$ cat config.mk
export PLATFORM = sky130hd
export DESIGN_NAME = vtlc_core
export DESIGN_NICKNAME = d
export VERILOG_FILES = /design/src/vtlc_pkg.sv /design/src/vtlc_core.sv
export VERILOG_INCLUDE_DIRS = /design/src
export SDC_FILE = /design/constraint.sdc
export NUM_CORES = 1
export LEC_CHECK = 0
export BUFFER_PORTS_ARGS = -buffer_cell sky130_fd_sc_hd__buf_2
export CAP_MARGIN = 10
export CORE_AREA = 2 2 257 259
export DETAILED_ROUTE_END_ITERATION = 8
export DIE_AREA = 0 0 259 261
export SLEW_MARGIN = 10
export SYNTH_ARGS = -nofsm -noshare
export SYNTH_HDL_FRONTEND = slang
export SYNTH_SLANG_ARGS = --single-unit
$ cat constraint.sdc
create_clock -name mclk_i -period 5.7 [get_ports mclk_i]
set_clock_uncertainty 0.05 [all_clocks]
set_input_delay 0.855 -clock mclk_i [delete_from_list [all_inputs] [get_ports mclk_i]]
set_output_delay 0.855 -clock mclk_i [all_outputs]
set_load 0.02 [all_outputs]
$ cat src/vtlc_params.svh
// constants for the vlan tag classifier and lag code block
`ifndef VTLC_PARAMS_SVH
`define VTLC_PARAMS_SVH
`define VTLC_OFS_CTL      8'h00
`define VTLC_OFS_INV      8'h04
`define VTLC_OFS_CST0     8'h08
`define VTLC_OFS_CST1     8'h0C
`define VTLC_OFS_CST2     8'h10
`define VTLC_OFS_LAG      8'h14
`define VTLC_OFS_BPDU     8'h18
`define VTLC_OFS_GARP     8'h1C
`define VTLC_OFS_CFM      8'h20
`define VTLC_OFS_STAT     8'h24
`define VTLC_XLAT_SEL     2'h1
`define VTLC_CTL_VID_LSB  0
`define VTLC_CTL_PCP_LSB  12
`define VTLC_CTL_DEI      15
`define VTLC_CTL_INNER    16
`define VTLC_CTL_POP_LSB  17
`define VTLC_CTL_AWARE    19
`define VTLC_LAG_DMAC     0
`define VTLC_LAG_DMACR    1
`define VTLC_LAG_SMAC     2
`define VTLC_LAG_FLOW     3
`define VTLC_LAG_IP       4
`define VTLC_LAG_L4       5
`define VTLC_LAG_RAND     6
`define VTLC_LAG_STK      7
`define VTLC_TPID_C       16'h8100
`define VTLC_TPID_S       16'h88A8
`define VTLC_RST_CTL      20'h00000
`define VTLC_RST_CST      16'hFFFF
`define VTLC_RST_LFSR     4'h1
`endif

$ cat src/vtlc_pkg.sv
// types of the vlan tag classifier and lag code block
package vtlc_pkg;
   typedef enum logic [2:0] {
      VTLC_EXT_NONE = 3'b000,
      VTLC_EXT_C    = 3'b001,
      VTLC_EXT_S    = 3'b010,
      VTLC_EXT_X0   = 3'b011,
      VTLC_EXT_X1   = 3'b100,
      VTLC_EXT_X2   = 3'b101
   } vtlc_ext_t;

   typedef struct packed {
      logic [19:0]       ctl;
      logic [4:0]        inv;
      logic [2:0][15:0]  cst;
      logic [7:0]        lag_cfg;
      logic [15:0]       bpdu;
      logic [15:0]       garp;
      logic [15:0]       cfm;
      logic [15:0][3:0]  xlat;
      logic [3:0]        lfsr;
      logic [15:0]       fcnt;
      logic              rdy;
      logic              err;
      logic [31:0]       rdata;
      logic              rvld;
      logic [2:0]        pcp;
      logic              dei;
      logic [11:0]       vid;
      logic              ttype;
      vtlc_ext_t         ext;
      logic [1:0]        pop;
      logic              wtag;
      logic [3:0]        lag;
   } vtlc_state_t;
endpackage
$ cat src/vtlc_core.sv
// vlan tag classifier and link aggregation code generator with apb registers
//
// Implementation choices: the placing of the registers and the APB register port.
`timescale 1ns/10ps
`default_nettype none
`include "vtlc_params.svh"
module vtlc_core (
   input  wire logic                  mclk_i,        // core clock
   input  wire logic                  rst_n_i,       // async reset
   input  wire logic                  ce_i,          // clock enable
   input  wire logic                  psel_i,        // apb select
   input  wire logic                  penable_i,     // apb enable
   input  wire logic                  pwrite_i,      // apb write
   input  wire logic [7:0]            paddr_i,       // apb byte address
   input  wire logic [31:0]           pwdata_i,      // apb write data
   output logic      [31:0]           prdata_o,      // apb read data
   output logic                       pready_o,      // apb ready
   output logic                       pslverr_o,     // apb error
   input  wire logic                  frm_vld_i,     // frame header strobe
   input  wire logic [1:0]            tag_cnt_i,     // tags seen by parser
   input  wire logic [2:0][15:0]      etype_i,       // ethertype before tag k
   input  wire logic [2:0][15:0]      tci_i,         // tag control of tag k
   input  wire logic [47:0]           dmac_i,        // destination mac
   input  wire logic [47:0]           smac_i,        // source mac
   input  wire logic                  is_ip_i,       // ipv4 or ipv6 frame
   input  wire logic                  is_ip6_i,      // ipv6 frame
   input  wire logic [19:0]           flow_lbl_i,    // ipv6 flow label
   input  wire logic [127:0]          sip_i,         // source ip
   input  wire logic [127:0]          dip_i,         // destination ip
   input  wire logic                  is_l4_i,       // tcp or udp present
   input  wire logic [15:0]           sport_i,       // l4 source port
   input  wire logic [15:0]           dport_i,       // l4 destination port
   input  wire logic                  stk_vld_i,     // stacking header seen
   input  wire logic [3:0]            stk_code_i,    // its aggregation code
   output logic                       res_vld_o,     // result strobe
   output logic      [2:0]            classified_priority_o,      // pcp
   output logic                       classified_drop_eligible_o, // dei
   output logic      [11:0]           classified_vlan_id_o,       // vid
   output logic                       tag_type_o,                 // 1 service
   output vtlc_pkg::vtlc_ext_t        extended_tpid_info_o,       // tag kind
   output logic      [1:0]            egress_tag_strip_count_o,   // pop
   output logic                       was_tagged_o,               // tagged
   output logic      [3:0]            lag_code_o,                 // lag code
   output logic      [15:0]           bridge_proto_cpu_enables_o, // bpdu
   output logic      [15:0]           garp_cpu_enables_o,         // garp
   output logic      [15:0]           cfm_cpu_enables_o           // cfm
);
   import vtlc_pkg::*;

   vtlc_state_t st_reg;
   vtlc_state_t st_next;
   vtlc_ext_t   kd [3];
   logic [1:0]  nv;
   logic        run;
   logic [1:0]  sel;
   logic [1:0]  cfg_pop;
   logic [3:0]  acc;
   logic [3:0]  pd;
   logic        hit;
   logic [31:0] rd;
   logic        acc_ph;

   function automatic vtlc_state_t rst_state();
      vtlc_state_t s;
      s = '0;
      s.ctl  = `VTLC_RST_CTL;
      s.cst  = {3{`VTLC_RST_CST}};
      s.lfsr = `VTLC_RST_LFSR;
      for (int i = 0; i < 16; i++) begin
         s.xlat[i] = 4'(i);
      end
      return s;
   endfunction

   localparam vtlc_state_t ST_RST = rst_state();

   function automatic vtlc_ext_t tpid_kind(input logic [15:0]      et,
                                           input logic [2:0][15:0] cs);
      vtlc_ext_t t;
      t = VTLC_EXT_NONE;
      if (et == `VTLC_TPID_C) begin
         t = VTLC_EXT_C;
      end else if (et == `VTLC_TPID_S) begin
         t = VTLC_EXT_S;
      end else if (et == cs[0]) begin
         t = VTLC_EXT_X0;
      end else if (et == cs[1]) begin
         t = VTLC_EXT_X1;
      end else if (et == cs[2]) begin
         t = VTLC_EXT_X2;
      end
      return t;
   endfunction

   // xor of all nibbles
   function automatic logic [3:0] fold(input logic [127:0] v);
      logic [3:0] f;
      f = 4'h0;
      for (int i = 0; i < 32; i++) begin
         f = f ^ v[4*i +: 4];
      end
      return f;
   endfunction

   function automatic logic [47:0] mirror48(input logic [47:0] v);
      logic [47:0] m;
      m = '0;
      for (int i = 0; i < 48; i++) begin
         m[i] = v[47-i];
      end
      return m;
   endfunction

   assign acc_ph = psel_i && penable_i;

   // register read decode
   always_comb begin
      hit = 1'b1;
      rd  = 32'h0000_0000;
      if (paddr_i[1:0] != 2'h0) begin
         hit = 1'b0;
      end else if (paddr_i[7:6] == `VTLC_XLAT_SEL) begin
         rd[3:0] = st_reg.xlat[paddr_i[5:2]];
      end else begin
         unique case (paddr_i)
            `VTLC_OFS_CTL:  rd[19:0] = st_reg.ctl;
            `VTLC_OFS_INV:  rd[4:0]  = st_reg.inv;
            `VTLC_OFS_CST0: rd[15:0] = st_reg.cst[0];
            `VTLC_OFS_CST1: rd[15:0] = st_reg.cst[1];
            `VTLC_OFS_CST2: rd[15:0] = st_reg.cst[2];
            `VTLC_OFS_LAG:  rd[7:0]  = st_reg.lag_cfg;
            `VTLC_OFS_BPDU: rd[15:0] = st_reg.bpdu;
            `VTLC_OFS_GARP: rd[15:0] = st_reg.garp;
            `VTLC_OFS_CFM:  rd[15:0] = st_reg.cfm;
            `VTLC_OFS_STAT: rd[21:0] = {st_reg.pop, st_reg.lag, st_reg.fcnt};
            default:        hit = 1'b0;
         endcase
      end
   end

   always_comb begin
      st_next = st_reg;
      // apb: one wait state, write lands on the completing edge
      st_next.rdy = 1'b0;
      st_next.err = 1'b0;
      if (acc_ph && !st_reg.rdy) begin
         st_next.rdy   = 1'b1;
         st_next.err   = !hit;
         st_next.rdata = pwrite_i ? 32'h0000_0000 : rd;
      end
      if (acc_ph && st_reg.rdy && pwrite_i && hit) begin
         if (paddr_i[7:6] == `VTLC_XLAT_SEL) begin
            st_next.xlat[paddr_i[5:2]] = pwdata_i[3:0];
         end else begin
            unique case (paddr_i)
               `VTLC_OFS_CTL:  st_next.ctl     = pwdata_i[19:0];
               `VTLC_OFS_INV:  st_next.inv     = pwdata_i[4:0];
               `VTLC_OFS_CST0: st_next.cst[0]  = pwdata_i[15:0];
               `VTLC_OFS_CST1: st_next.cst[1]  = pwdata_i[15:0];
               `VTLC_OFS_CST2: st_next.cst[2]  = pwdata_i[15:0];
               `VTLC_OFS_LAG:  st_next.lag_cfg = pwdata_i[7:0];
               `VTLC_OFS_BPDU: st_next.bpdu    = pwdata_i[15:0];
               `VTLC_OFS_GARP: st_next.garp    = pwdata_i[15:0];
               `VTLC_OFS_CFM:  st_next.cfm     = pwdata_i[15:0];
               default:        st_next.fcnt    = st_reg.fcnt;
            endcase
         end
      end

      // x^4+x^3+1 free-running source
      st_next.lfsr = {st_reg.lfsr[2:0], st_reg.lfsr[3] ^ st_reg.lfsr[2]};

      // tag walk, halts at first unknown or masked kind
      nv  = 2'd0;
      run = 1'b1;
      for (int k = 0; k < 3; k++) begin
         kd[k] = tpid_kind(etype_i[k], st_reg.cst);
         if (run && (2'(k) < tag_cnt_i) && (kd[k] != VTLC_EXT_NONE)
             && !st_reg.inv[kd[k] - 3'd1]) begin
            nv = nv + 2'd1;
         end else begin
            run = 1'b0;
         end
      end
      sel = (nv >= 2'd2 && st_reg.ctl[`VTLC_CTL_INNER]) ? 2'd1 : 2'd0;
      pd  = st_reg.xlat[{tci_i[sel][12], tci_i[sel][15:13]}];
      cfg_pop = st_reg.ctl[`VTLC_CTL_POP_LSB +: 2];

      // lag code contributions
      acc = 4'h0;
      if (st_reg.lag_cfg[`VTLC_LAG_DMAC]) begin
         acc = acc ^ fold({80'h0, dmac_i});
      end
      if (st_reg.lag_cfg[`VTLC_LAG_DMACR]) begin
         acc = acc ^ fold({80'h0, mirror48(dmac_i)});
      end
      if (st_reg.lag_cfg[`VTLC_LAG_SMAC]) begin
         acc = acc ^ fold({80'h0, smac_i});
      end
      if (st_reg.lag_cfg[`VTLC_LAG_FLOW] && is_ip6_i) begin
         acc = acc ^ fold({108'h0, flow_lbl_i});
      end
      if (st_reg.lag_cfg[`VTLC_LAG_IP] && is_ip_i) begin
         acc = acc ^ fold(sip_i) ^ fold(dip_i);
      end
      if (st_reg.lag_cfg[`VTLC_LAG_L4] && is_l4_i) begin
         acc = acc ^ fold({96'h0, sport_i, dport_i});
      end
      if (st_reg.lag_cfg[`VTLC_LAG_RAND]) begin
         acc = acc ^ st_reg.lfsr;
      end
      if (st_reg.lag_cfg[`VTLC_LAG_STK] && stk_vld_i) begin
         acc = stk_code_i;
      end

      // one result per frame header strobe
      st_next.rvld = frm_vld_i;
      if (frm_vld_i) begin
         st_next.fcnt = st_reg.fcnt + 16'd1;
         if (nv != 2'd0) begin
            st_next.pcp   = pd[2:0];
            st_next.dei   = pd[3];
            st_next.vid   = tci_i[sel][11:0];
            st_next.ext   = kd[sel];
            st_next.ttype = (kd[sel] != VTLC_EXT_C);
         end else begin
            st_next.pcp   = st_reg.ctl[`VTLC_CTL_PCP_LSB +: 3];
            st_next.dei   = st_reg.ctl[`VTLC_CTL_DEI];
            st_next.vid   = st_reg.ctl[`VTLC_CTL_VID_LSB +: 12];
            st_next.ext   = VTLC_EXT_NONE;
            st_next.ttype = 1'b0;
         end
         st_next.pop  = (cfg_pop > nv) ? nv : cfg_pop;
         st_next.wtag = st_reg.ctl[`VTLC_CTL_AWARE] && (nv != 2'd0);
         st_next.lag  = acc;
      end
   end

   always_ff @(posedge mclk_i or negedge rst_n_i) begin
      if (!rst_n_i) begin
         st_reg <= ST_RST;
      end else if (ce_i) begin
         st_reg <= st_next;
      end
   end

   assign prdata_o                   = st_reg.rdata;
   assign pready_o                   = st_reg.rdy;
   assign pslverr_o                  = st_reg.err;
   assign res_vld_o                  = st_reg.rvld;
   assign classified_priority_o      = st_reg.pcp;
   assign classified_drop_eligible_o = st_reg.dei;
   assign classified_vlan_id_o       = st_reg.vid;
   assign tag_type_o                 = st_reg.ttype;
   assign extended_tpid_info_o       = st_reg.ext;
   assign egress_tag_strip_count_o   = st_reg.pop;
   assign was_tagged_o               = st_reg.wtag;
   assign lag_code_o                 = st_reg.lag;
   assign bridge_proto_cpu_enables_o = st_reg.bpdu;
   assign garp_cpu_enables_o         = st_reg.garp;
   assign cfm_cpu_enables_o          = st_reg.cfm;
endmodule
`default_nettype wire

Yosys cells after proc, flatten, opt, wreduce, memory -nomap -nowiden
Cells that the tools add are included.
{ "totals": {"input_bits": 557, "word_cells": 306, "register_bits": 275, "output_inout_bits": 110} }
{ "classes": {"n_mux": 62, "magnitude_cmp": 13, "add_sub_neg": 6, "eq_ne": 26, "bitwise_logic": 116, "reduce_logical": 44} }
{ "ops": {"columns": ["op", "count"], "rows": [
  ["XOR 4 bit", 113],
  ["== test 16 bit", 9],
  ["== test 16 bit, second input constant", 6],
  ["bitwise mux 64 bit", 1],
  ["one-hot mux 8 bit (8 select lines)", 1],
  ["2-to-1 mux 3 bit", 17],
  ["one-hot mux 5 bit (10 select lines)", 1],
  ["2-to-1 mux 4 bit", 12],
  ["2-to-1 mux 22 bit", 2],
  ["AND reduction 4 bit", 9],
  ["2-to-1 mux 34 bit", 1],
  ["binary-select mux 16 bit (select 2 bit)", 1],
  ["binary-select mux 4 bit (select 4 bit)", 2],
  ["== test 8 x 5 -> 1 bit, second input constant", 4],
  ["one-hot mux 3 bit (9 select lines)", 1],
  ["logical AND 1 bit", 20],
  ["2-to-1 mux 20 bit", 1],
  ["2-to-1 mux 18 bit", 1],
  ["adder 16 x 1 -> 16 bit, second input constant", 1],
  ["demux 4 bit (select 4 bit)", 1],
  ["== test 8 x 4 -> 1 bit, second input constant", 2],
  ["== test 8 x 6 -> 1 bit, second input constant", 2],
  ["2-to-1 mux 16 bit", 1],
  ["< comparator 3 x 4 -> 1 bit, second input constant", 3],
  ["28 further kinds", 55]
]} }

Longest topological paths before layout
Gate-level depths: netlist (run 1).
{ "depth": {"word_depth": 39, "ltp_mapped": 22, "ltp_nobuf": 22} }

Least setup slack after synthesis (run 1)
Ideal clock, no wire load.
{ "synth_path": {"kind": "input port to flip-flop", "from": "input port etype_i[19] (netlist name)", "to": "register st_reg, in the netlist classified_priority_o[0]", "t_arrival_ns": 5.261, "cell_stages": 19, "required_ns": 5.514, "setup_time_ns": 0.136, "path_buffers": 2, "setup_slack_ns": 0.253, "cell_sequence": "or4b_1 or3_1 o21ai_0 inv_1 ha_1 or3_1 a32oi_1 o211ai_1 a21oi_1 ha_1 buf_2 nand2_2 mux2i_2 buf_6 mux4_2 a211oi_1 a211oi_1 a21oi_1 o21ai_0"} }
{ "synth_between": {"elab_chain_cells": 24, "word_cells_on_any_way": 33, "cone_classes": "2 x add/sub; 1 x order compare; 5 x eq/ne; 16 x mux; 9 x reduce/logical"} }
{ "synth_rtl": {"columns": ["element", "line_no", "rtl"], "rows": [
  ["start: declaration", "vtlc_core.sv:21", "input wire logic [2:0][15:0] etype_i,"],
  ["== test 16 bit", "vtlc_core.sv:89", "end else if (et == cs[2]) begin"],
  ["2-to-1 mux 3 bit", "vtlc_core.sv:89", null],
  ["2-to-1 mux 3 bit", "vtlc_core.sv:87", "end else if (et == cs[1]) begin"],
  ["2-to-1 mux 3 bit", "vtlc_core.sv:85", "end else if (et == cs[0]) begin"],
  ["2-to-1 mux 3 bit", "vtlc_core.sv:83", "end else if (et == `VTLC_TPID_S) begin"],
  ["2-to-1 mux 3 bit (*)", "vtlc_core.sv:81", "if (et == `VTLC_TPID_C) begin"],
  ["subtractor 3 x 1 -> 3 bit", "vtlc_core.sv:179", "&& !st_reg.inv[kd[k] - 3'd1]) begin"],
  ["binary-select mux 1 bit (select 3 bit)", "vtlc_core.sv:179", null],
  ["[... 8 more ...]", null, null],
  [">= comparator 2 bit", "vtlc_core.sv:185", "sel = (nv >= 2'd2 && st_reg.ctl[`VTLC_CTL_INNER]) ? 2'd1 : 2'd0;"],
  ["logical AND 1 bit", "vtlc_core.sv:185", null],
  ["2-to-1 mux 1 bit", "vtlc_core.sv:185", null],
  ["binary-select mux 16 bit (select 2 bit)", "vtlc_core.sv:186", "pd = st_reg.xlat[{tci_i[sel][12], tci_i[sel][15:13]}];"],
  ["2-to-1 mux 16 bit", null, null],
  ["binary-select mux 4 bit (select 4 bit)", "vtlc_core.sv:186", null],
  ["2-to-1 mux 4 bit (implied by the code)", "vtlc_core.sv:186", null],
  ["2-to-1 mux 20 bit (*)", "vtlc_core.sv:220", "if (nv != 2'd0) begin"],
  ["end signal: assignment", "vtlc_core.sv:243", "st_reg <= st_next;"],
  ["end: declaration", "vtlc_core.sv:50", "vtlc_state_t st_reg;"]
]} }
Every way passes the cells marked *. The select of a mux whose other input is x is not followed.
A chain may end at the register's enable or synchronous reset.

Worst setup path in the final report (run 1)
{ "layout_path": {"from": "register st_reg[242] (netlist name)", "to": "register st_reg, in the netlist egress_tag_strip_count_o[0]"} }
{ "layout_between": {"elab_chain_cells": 22, "word_cells_on_any_way": 50, "cone_classes": "5 x add/sub; 1 x order compare; 3 x eq/ne; 27 x mux; 14 x reduce/logical"} }
{ "layout_rtl": {"columns": ["element", "line_no", "rtl"], "rows": [
  ["parallel branches: the longest is 19 deep, another holds subtractor 3 x 1 -> 3 bit", null, null],
  ["2-to-1 mux 2 bit (*)", "vtlc_core.sv:178", "if (run && (2'(k) < tag_cnt_i) && (kd[k] != VTLC_EXT_NONE)"],
  ["greater-than comparator 2 bit", "vtlc_core.sv:233", "st_next.pop = (cfg_pop > nv) ? nv : cfg_pop;"],
  ["2-to-1 mux 2 bit (*)", "vtlc_core.sv:233", null]
]} }
Marked as above.

==> qor.txt, run 1 <==
Vias/cell - 5.02
Setup TNS - 0 ps
Max reg flops - 160
Post-CTS setup buffer count - 0
# Max-Cap Violations - 0
Hpwl dp - 67100 um
P&R area growth vs syn - 24.7%
Core area - 0.0650 sq mm
CP delay by family, top - compound AO/OA/AOI/OAI gates
DRC violations left - 0
Crit path kind - reg2reg
IR drop worst, VDD - 0.240 mV
Slew Limit Fails - 0
Startpoint type of the worst setup path - flip-flop
Antenna-violating nets left - 0
H-tree depth - 1
CP Capture Type - flip-flop
Io pins - 667
Endpoints failing setup - 0
Cell mode on critical path - nand2_1
Worst endpoint data arrival time - 5640 ps
Vias in the first global route - 16777
Die H - 261 um
GPL Wtd Cong - 0.969
Share of layout cells above drive strength 1 - 45.1%
Slew HR - 27.9%
Avg Inst Size Synth - 10.8 sq um
CP Max Fanout - 5
Fin crit share - 92.0%
TritonCTS Buffers - 27
CTS Sinks - 265
Post-synth ARST share - 100%
Row count - 94
Post-cts resize count - 0
Most frequent cells in the layout - 627 x buf_2, 404 x xnor2_1, 199 x mux2_2
Synth Warn # - 0
Port Buffers - 628
FF+latch count, synth - 265
Top-area cell type share of the netlist area - 23.8%
Busiest grt layer - met2
CP bufs+invs - 2
Met2 Use GR - 43.3%
Cell taking the most area after synthesis - dfrtp_1
Worst-path cell chain - buf_4 > xor2_1 > nor4_1 > nand4_1 > o211ai_1 > nand2_1 > ha_1 > a31o_2 > o31ai_1 > o21bai_1 > nand2_1 > o311ai_1 > nand2_1 > a21oi_1 > xor2_1 > ha_1 > inv_1 > o22ai_1 > nor2_1 > nand2_1 > o21a_1 > a32o_1
Status - finished clean
Critical Path Max Stage Delay - 610 ps
Yosys cell types - 69
R2R Path End - egress_tag_strip_count_o[0]
Longest Clk Path Bufs - 3
Total wire length - 80900 um
Starting density of the core - 29.8%
Main area contributors after synthesis - dfrtp_1 24%, xnor2_1 18%, mux2_2 12%
First-pass GRT wire length - 114000 um
WL/cell - 24.9 um
CP max stage cell - dfstp_2
Worst slew pin tran - 1080 ps
Pwr Density - 220 mW/mm^2
CTS tree - yes
Endpoints failing hold - 0
1st-iter DRT viols - 1036
Pin count of the biggest net entering global routing - 125
Number of nets in the layout - 2935
Post-synth EDFFs - 0
Most common cell after layout, fill and taps aside - buf_2
Clk root buf - clkbuf_16
Worst-Skew Late Latency - 560 ps
Clk slew on worst S/H paths - 70 ps
Cell Area, Synth - 0.0194 sq mm
Die Wd - 259 um
Detailed-route via count - 16313
M1 GR Usage - 27.9%
Tot Pwr - 5.31 mW
Global route overflow - 0
WP data required - 6090 ps
DIE AREA - 0.0676 sq mm
RR Startpoint - st_reg[242]
Hold WC Path Type - in2async
DR pass1 iterations - 5
Met3 GRT Util - 2.45%
Flop-to-flop setup slack - 450 ps
Seq/Total Area, Yosys - 34.8%
Initial antenna violation count - 10
Hold_buf cts - 0
RSZ-0062 raised after global routing - no
Post-Synthesis Cells - 1794
Max Clock Freq - 0.191 GHz
Final min period - 5250 ps
Reg2reg path depth - 22
GRT Util Overall - 23.1%
P_leak - 11.0 nW
Top_reg_cell synth - dfrtp_1
Antenna diodes - 0
-- how the worst max path moves through the flow --
stage	from	to	slack (ps)	depth (start not counted)
after global routing	st_reg[242]	egress_tag_strip_count_o[0]	150	22
after detailed placement	etype_i[30]	classified_priority_o[1]	60	23
after floorplan	etype_i[19]	classified_priority_o[0]	250	19
final	st_reg[242]	egress_tag_strip_count_o[0]	450	22
after CTS	st_reg[242]	egress_tag_strip_count_o[0]	480	22
after global placement	etype_i[22]	classified_priority_o[1]	60	23
-- synthesized netlist by cell type (6+ instances only) --
cell	n
a222oi_1	7
mux4_2	37
o21ai_0	33
nand2_1	99
nand4_1	34
clkbuf_1	38
mux2i_1	9
a22o_1	22
mux2_2	199
dfrtp_1	184
nand3_1	36
dfstp_2	81
nand2b_1	7
xor2_1	129
and3_1	9
ha_1	13
a221oi_1	10
xnor3_1	16
buf_2	14
nor2b_1	12
nor3_1	7
inv_1	9
nor3_2	6
buf_1	7
buf_4	104
a31oi_1	9
a22oi_1	45
nor2_1	55
xnor2_1	404
a211oi_1	8
nor4_1	36
a21oi_1	49
-- report_power, final --
| part | internal, mW | switching, mW | total (mW) |
|---|---|---|---|
| clock | 1.07 | 0.788 | 1.86 |
| sequential | 1.93 | 0.0436 | 1.97 |
| combinational | 0.702 | 0.785 | 1.49 |
| total | 3.69 | 1.62 | 5.31 |
-- per-stage QoR --
| stage | hold slack [ps] | setup slack [ps] | instances | area, sq um | util, % |
|---|---|---|---|---|---|
| after detailed placement | 417 | 57.3 | 3200 | 23200 | 35.7 |
| after floorplan | 396 | 253 | 1803 | 19400 | - |
| after global routing | 356 | 155 | 3250 | 24100 | 37.1 |
| final | 262 | 454 | 3250 | 24100 | 37.1 |
| after global placement | 411 | 60.9 | 3200 | 23200 | 35.7 |
| after CTS | 360 | 478 | 3250 | 24100 | 37.1 |
-- layout make-up --
type,count,area [sq um]
Multi-Input combinational cell,1365,11600
Clock inverter,6,41.3
Tap cell,864,1080
Sequential cell,265,6730
Fill cell,6587,40900
Clock buffer,44,886
Timing Repair Buffer,697,3730
Inverter,9,33.8
-- cell families after synthesis --
logic type               share of synthesized area (%)
flip-flops                                        34.8
XOR/XNOR                                          26.0
other                                           0.0194
multiplexers                                      16.4
buffers and inverters                             5.50
adder cells (fa/ha/maj)                          0.840
AO/OA/AOI/OAI                                     7.61
AND/OR/NAND/NOR                                   8.85
-- layer usage --
layer	wire, um	share of wire, %
met1	31600	39
met2	42300	52
met3	4630	5.7
met5	13	0.016
met4	2350	2.9
-- worst reg2reg max path, cell delays in order (launching register included) --
cell      delay, ps
dfstp_2         610
buf_4           160
xor2_1           70
nor4_1          450
nand4_1         310
o211ai_1        390
nand2_1         140
ha_1            370
a31o_2          270
o31ai_1          80
o21bai_1        190
nand2_1          80
o311ai_1        440
nand2_1         110
a21oi_1         210
xor2_1          180
ha_1            250
inv_1            50
o22ai_1         120
nor2_1          120
nand2_1          60
o21a_1          180
a32o_1          250
Note: power is estimated with default switching activity, not from simulation.
==> run 2, diff against run 1 <==
- PLACE_DENSITY: not set -> 0.5
==> run 2 against run 1 <==
  * Non-clock buffer count fell by 11
  * Combinational power barely moved
  * Cell area barely moved
  * Largest cell class unchanged
  * Global-route usage rose by 0.14 points
  * Core utilization barely moved
  * Sequential share of layout area barely moved
  * Hold slack improved by 51 ps
  * Via count fell by 0.91%
  * Largest power group is now the clock network
==> qor.txt, run 2 (synthesized netlist as in run 1, its figures left out) <==
Share of layout cells above drive strength 1 - 45.2% (+0.091 points)
Slew HR - 31.0% (+3.1 points)
IR drop worst, VDD - 0.224 mV (-6.8%)
Fin crit share - 92.5% (+0.43 points)
DR pass1 iterations - 5 (unchanged)
Post-cts resize count - 0 (unchanged)
Endpoints failing setup - 0 (unchanged)
Longest Clk Path Bufs - 3 (unchanged)
Reg2reg path depth - 21 (-4.5%)
Port Buffers - 628 (unchanged)
CTS Sinks - 265 (unchanged)
GRT Util Overall - 23.2% (+0.14 points)
Final min period - 5270 ps (+24.7 ps)
GPL Wtd Cong - 0.956 (-1.3%)
H-tree depth - 1 (unchanged)
CP Capture Type - flip-flop
Vias/cell - 4.98 (-0.75%)
Antenna-violating nets left - 0 (unchanged)
Total wire length - 81100 um (+0.31%)
P&R area growth vs syn - 24.7% (about the same)
Most frequent cells in the layout - 627 x buf_2, 404 x xnor2_1, 199 x mux2_2
Status - finished clean
Clk slew on worst S/H paths - 70 ps (about the same)
Clk root buf - clkbuf_16
RR Startpoint - st_reg[249]
Die Wd - 259 um (unchanged)
Max reg flops - 160 (unchanged)
Initial antenna violation count - 12 (+2)
WP data required - 6120 ps (+30 ps)
P_leak - 11.0 nW (about the same)
Number of nets in the layout - 2926 (-0.31%)
# Max-Cap Violations - 0 (unchanged)
Most common cell after layout, fill and taps aside - buf_2
Detailed-route via count - 16165 (-0.91%)
CTS tree - yes
Vias in the first global route - 16388 (-2.3%)
1st-iter DRT viols - 1236 (+19%)
CP Max Fanout - 17 (+12)
Pin count of the biggest net entering global routing - 129 (+3.2%)
WL/cell - 25.0 um (+0.46%)
Post-CTS setup buffer count - 0 (unchanged)
Max Clock Freq - 0.190 GHz (-0.47%)
Die H - 261 um (unchanged)
Final core utilization - 37.1% (about the same)
Crit path from - st_reg[249]
Setup TNS - 0 ps (unchanged)
RSZ-0062 raised after global routing - no
Starting density of the core - 29.8% (unchanged)
Slew Limit Fails - 0 (unchanged)
Worst slew pin tran - 1030 ps (-51.9 ps)
R2R Path End - classified_drop_eligible_o
Flop-to-flop setup slack - 430 ps (-20 ps)
First-pass GRT wire length - 114000 um (-0.27%)
Endpoints failing hold - 0 (unchanged)
Core area - 0.0650 sq mm (unchanged)
Global route overflow - 0 (unchanged)
Worst endpoint data arrival time - 5690 ps (+50 ps)
TritonCTS Buffers - 29 (+7.4%)
Io pins - 667 (unchanged)
Crit path kind - reg2reg
Hpwl dp - 67100 um (about the same)
Hold_buf cts - 0 (unchanged)
Hold WC Path Type - in2async
Pwr Density - 227 mW/mm^2 (+3.2%)
Row count - 94 (unchanged)
DRC violations left - 0 (unchanged)
Worst-Skew Late Latency - 600 ps (+40 ps)
DIE AREA - 0.0676 sq mm (unchanged)
Startpoint type of the worst setup path - flip-flop
run 2: changes by cell type in the layout (fill, tap and decap cells not counted), moves of 3 or more:
cell,before,now
bufinv_16,0,3
clkinv_2,2,5
clkbuf_8,4,7
clkbuf_1,8,2
clkbuf_16,32,29
buf_4,64,53
run 2: critical path, cell delays in order, from the launching register on:
cell,delay (ps)
dfstp_2,690
xnor2_1,190
nand4_1,140
nor4_1,480
a21oi_1,160
o21a_4,240
ha_1,300
mux4_2,330
o221ai_2,190
o21ai_2,120
a21oi_1,220
ha_1,240
nand2_2,90
buf_4,260
mux2i_1,170
buf_4,210
buf_4,170
mux4_2,320
mux2i_1,210
a211oi_1,100
a21oi_1,180
o21ai_0,100
run 2: worst max path at each step:
stage          slack [ps]                         end  cells after the start
3_5_place_dp           50  classified_drop_eligible_o                     23
5_1_grt                80    classified_priority_o[1]                     23
6_report              430  classified_drop_eligible_o                     21
2_1_floorplan         250    classified_priority_o[0]                     19
4_1_cts               410  classified_drop_eligible_o                     23
3_3_place_gp           80  classified_drop_eligible_o                     24
run 2: report_power, final:
part	internal [mW]	switching [mW]	total (mW)
clock	1.17	0.864	2.04
combinational	0.698	0.782	1.48
sequential	1.93	0.0427	1.97
total	3.80	1.69	5.49
run 2: cell type report:
type | count | area, sq um
antenna | 2 | 5.00
clock buffer | 38 | 830
clock inverter | 16 | 196
fill | 6595 | 40900
inverter | 9 | 33.8
multi-input combinational | 1365 | 11600
sequential | 265 | 6730
tap | 864 | 1080
timing repair buffer | 686 | 3640
run 2: metal layers:
layer	share of wire [%]	global-route usage, %	vias to the layer above
li1	-	-	7363
met1	39	28.6	8011
met2	52	42.6	689
met3	6.3	3.19	102
met4	2.6	5.89	0
met5	0	0	-
run 2: per-stage QoR:
| step | hold slack (ps) | power [mW] | worst slack, ps | cell area, sq um | std cells |
|---|---|---|---|---|---|
| 2_1_floorplan | 396 | 2.88 | 253 | 19400 | 1803 |
| 3_3_place_gp | 405 | 3.52 | 81.6 | 23100 | 3188 |
| 3_5_place_dp | 403 | 3.53 | 51.0 | 23100 | 3188 |
| 4_1_cts | 360 | 5.58 | 405 | 24100 | 3242 |
| 5_1_grt | 379 | 5.74 | 76.4 | 24100 | 3245 |
| 6_report | 313 | 5.49 | 430 | 24100 | 3245 |
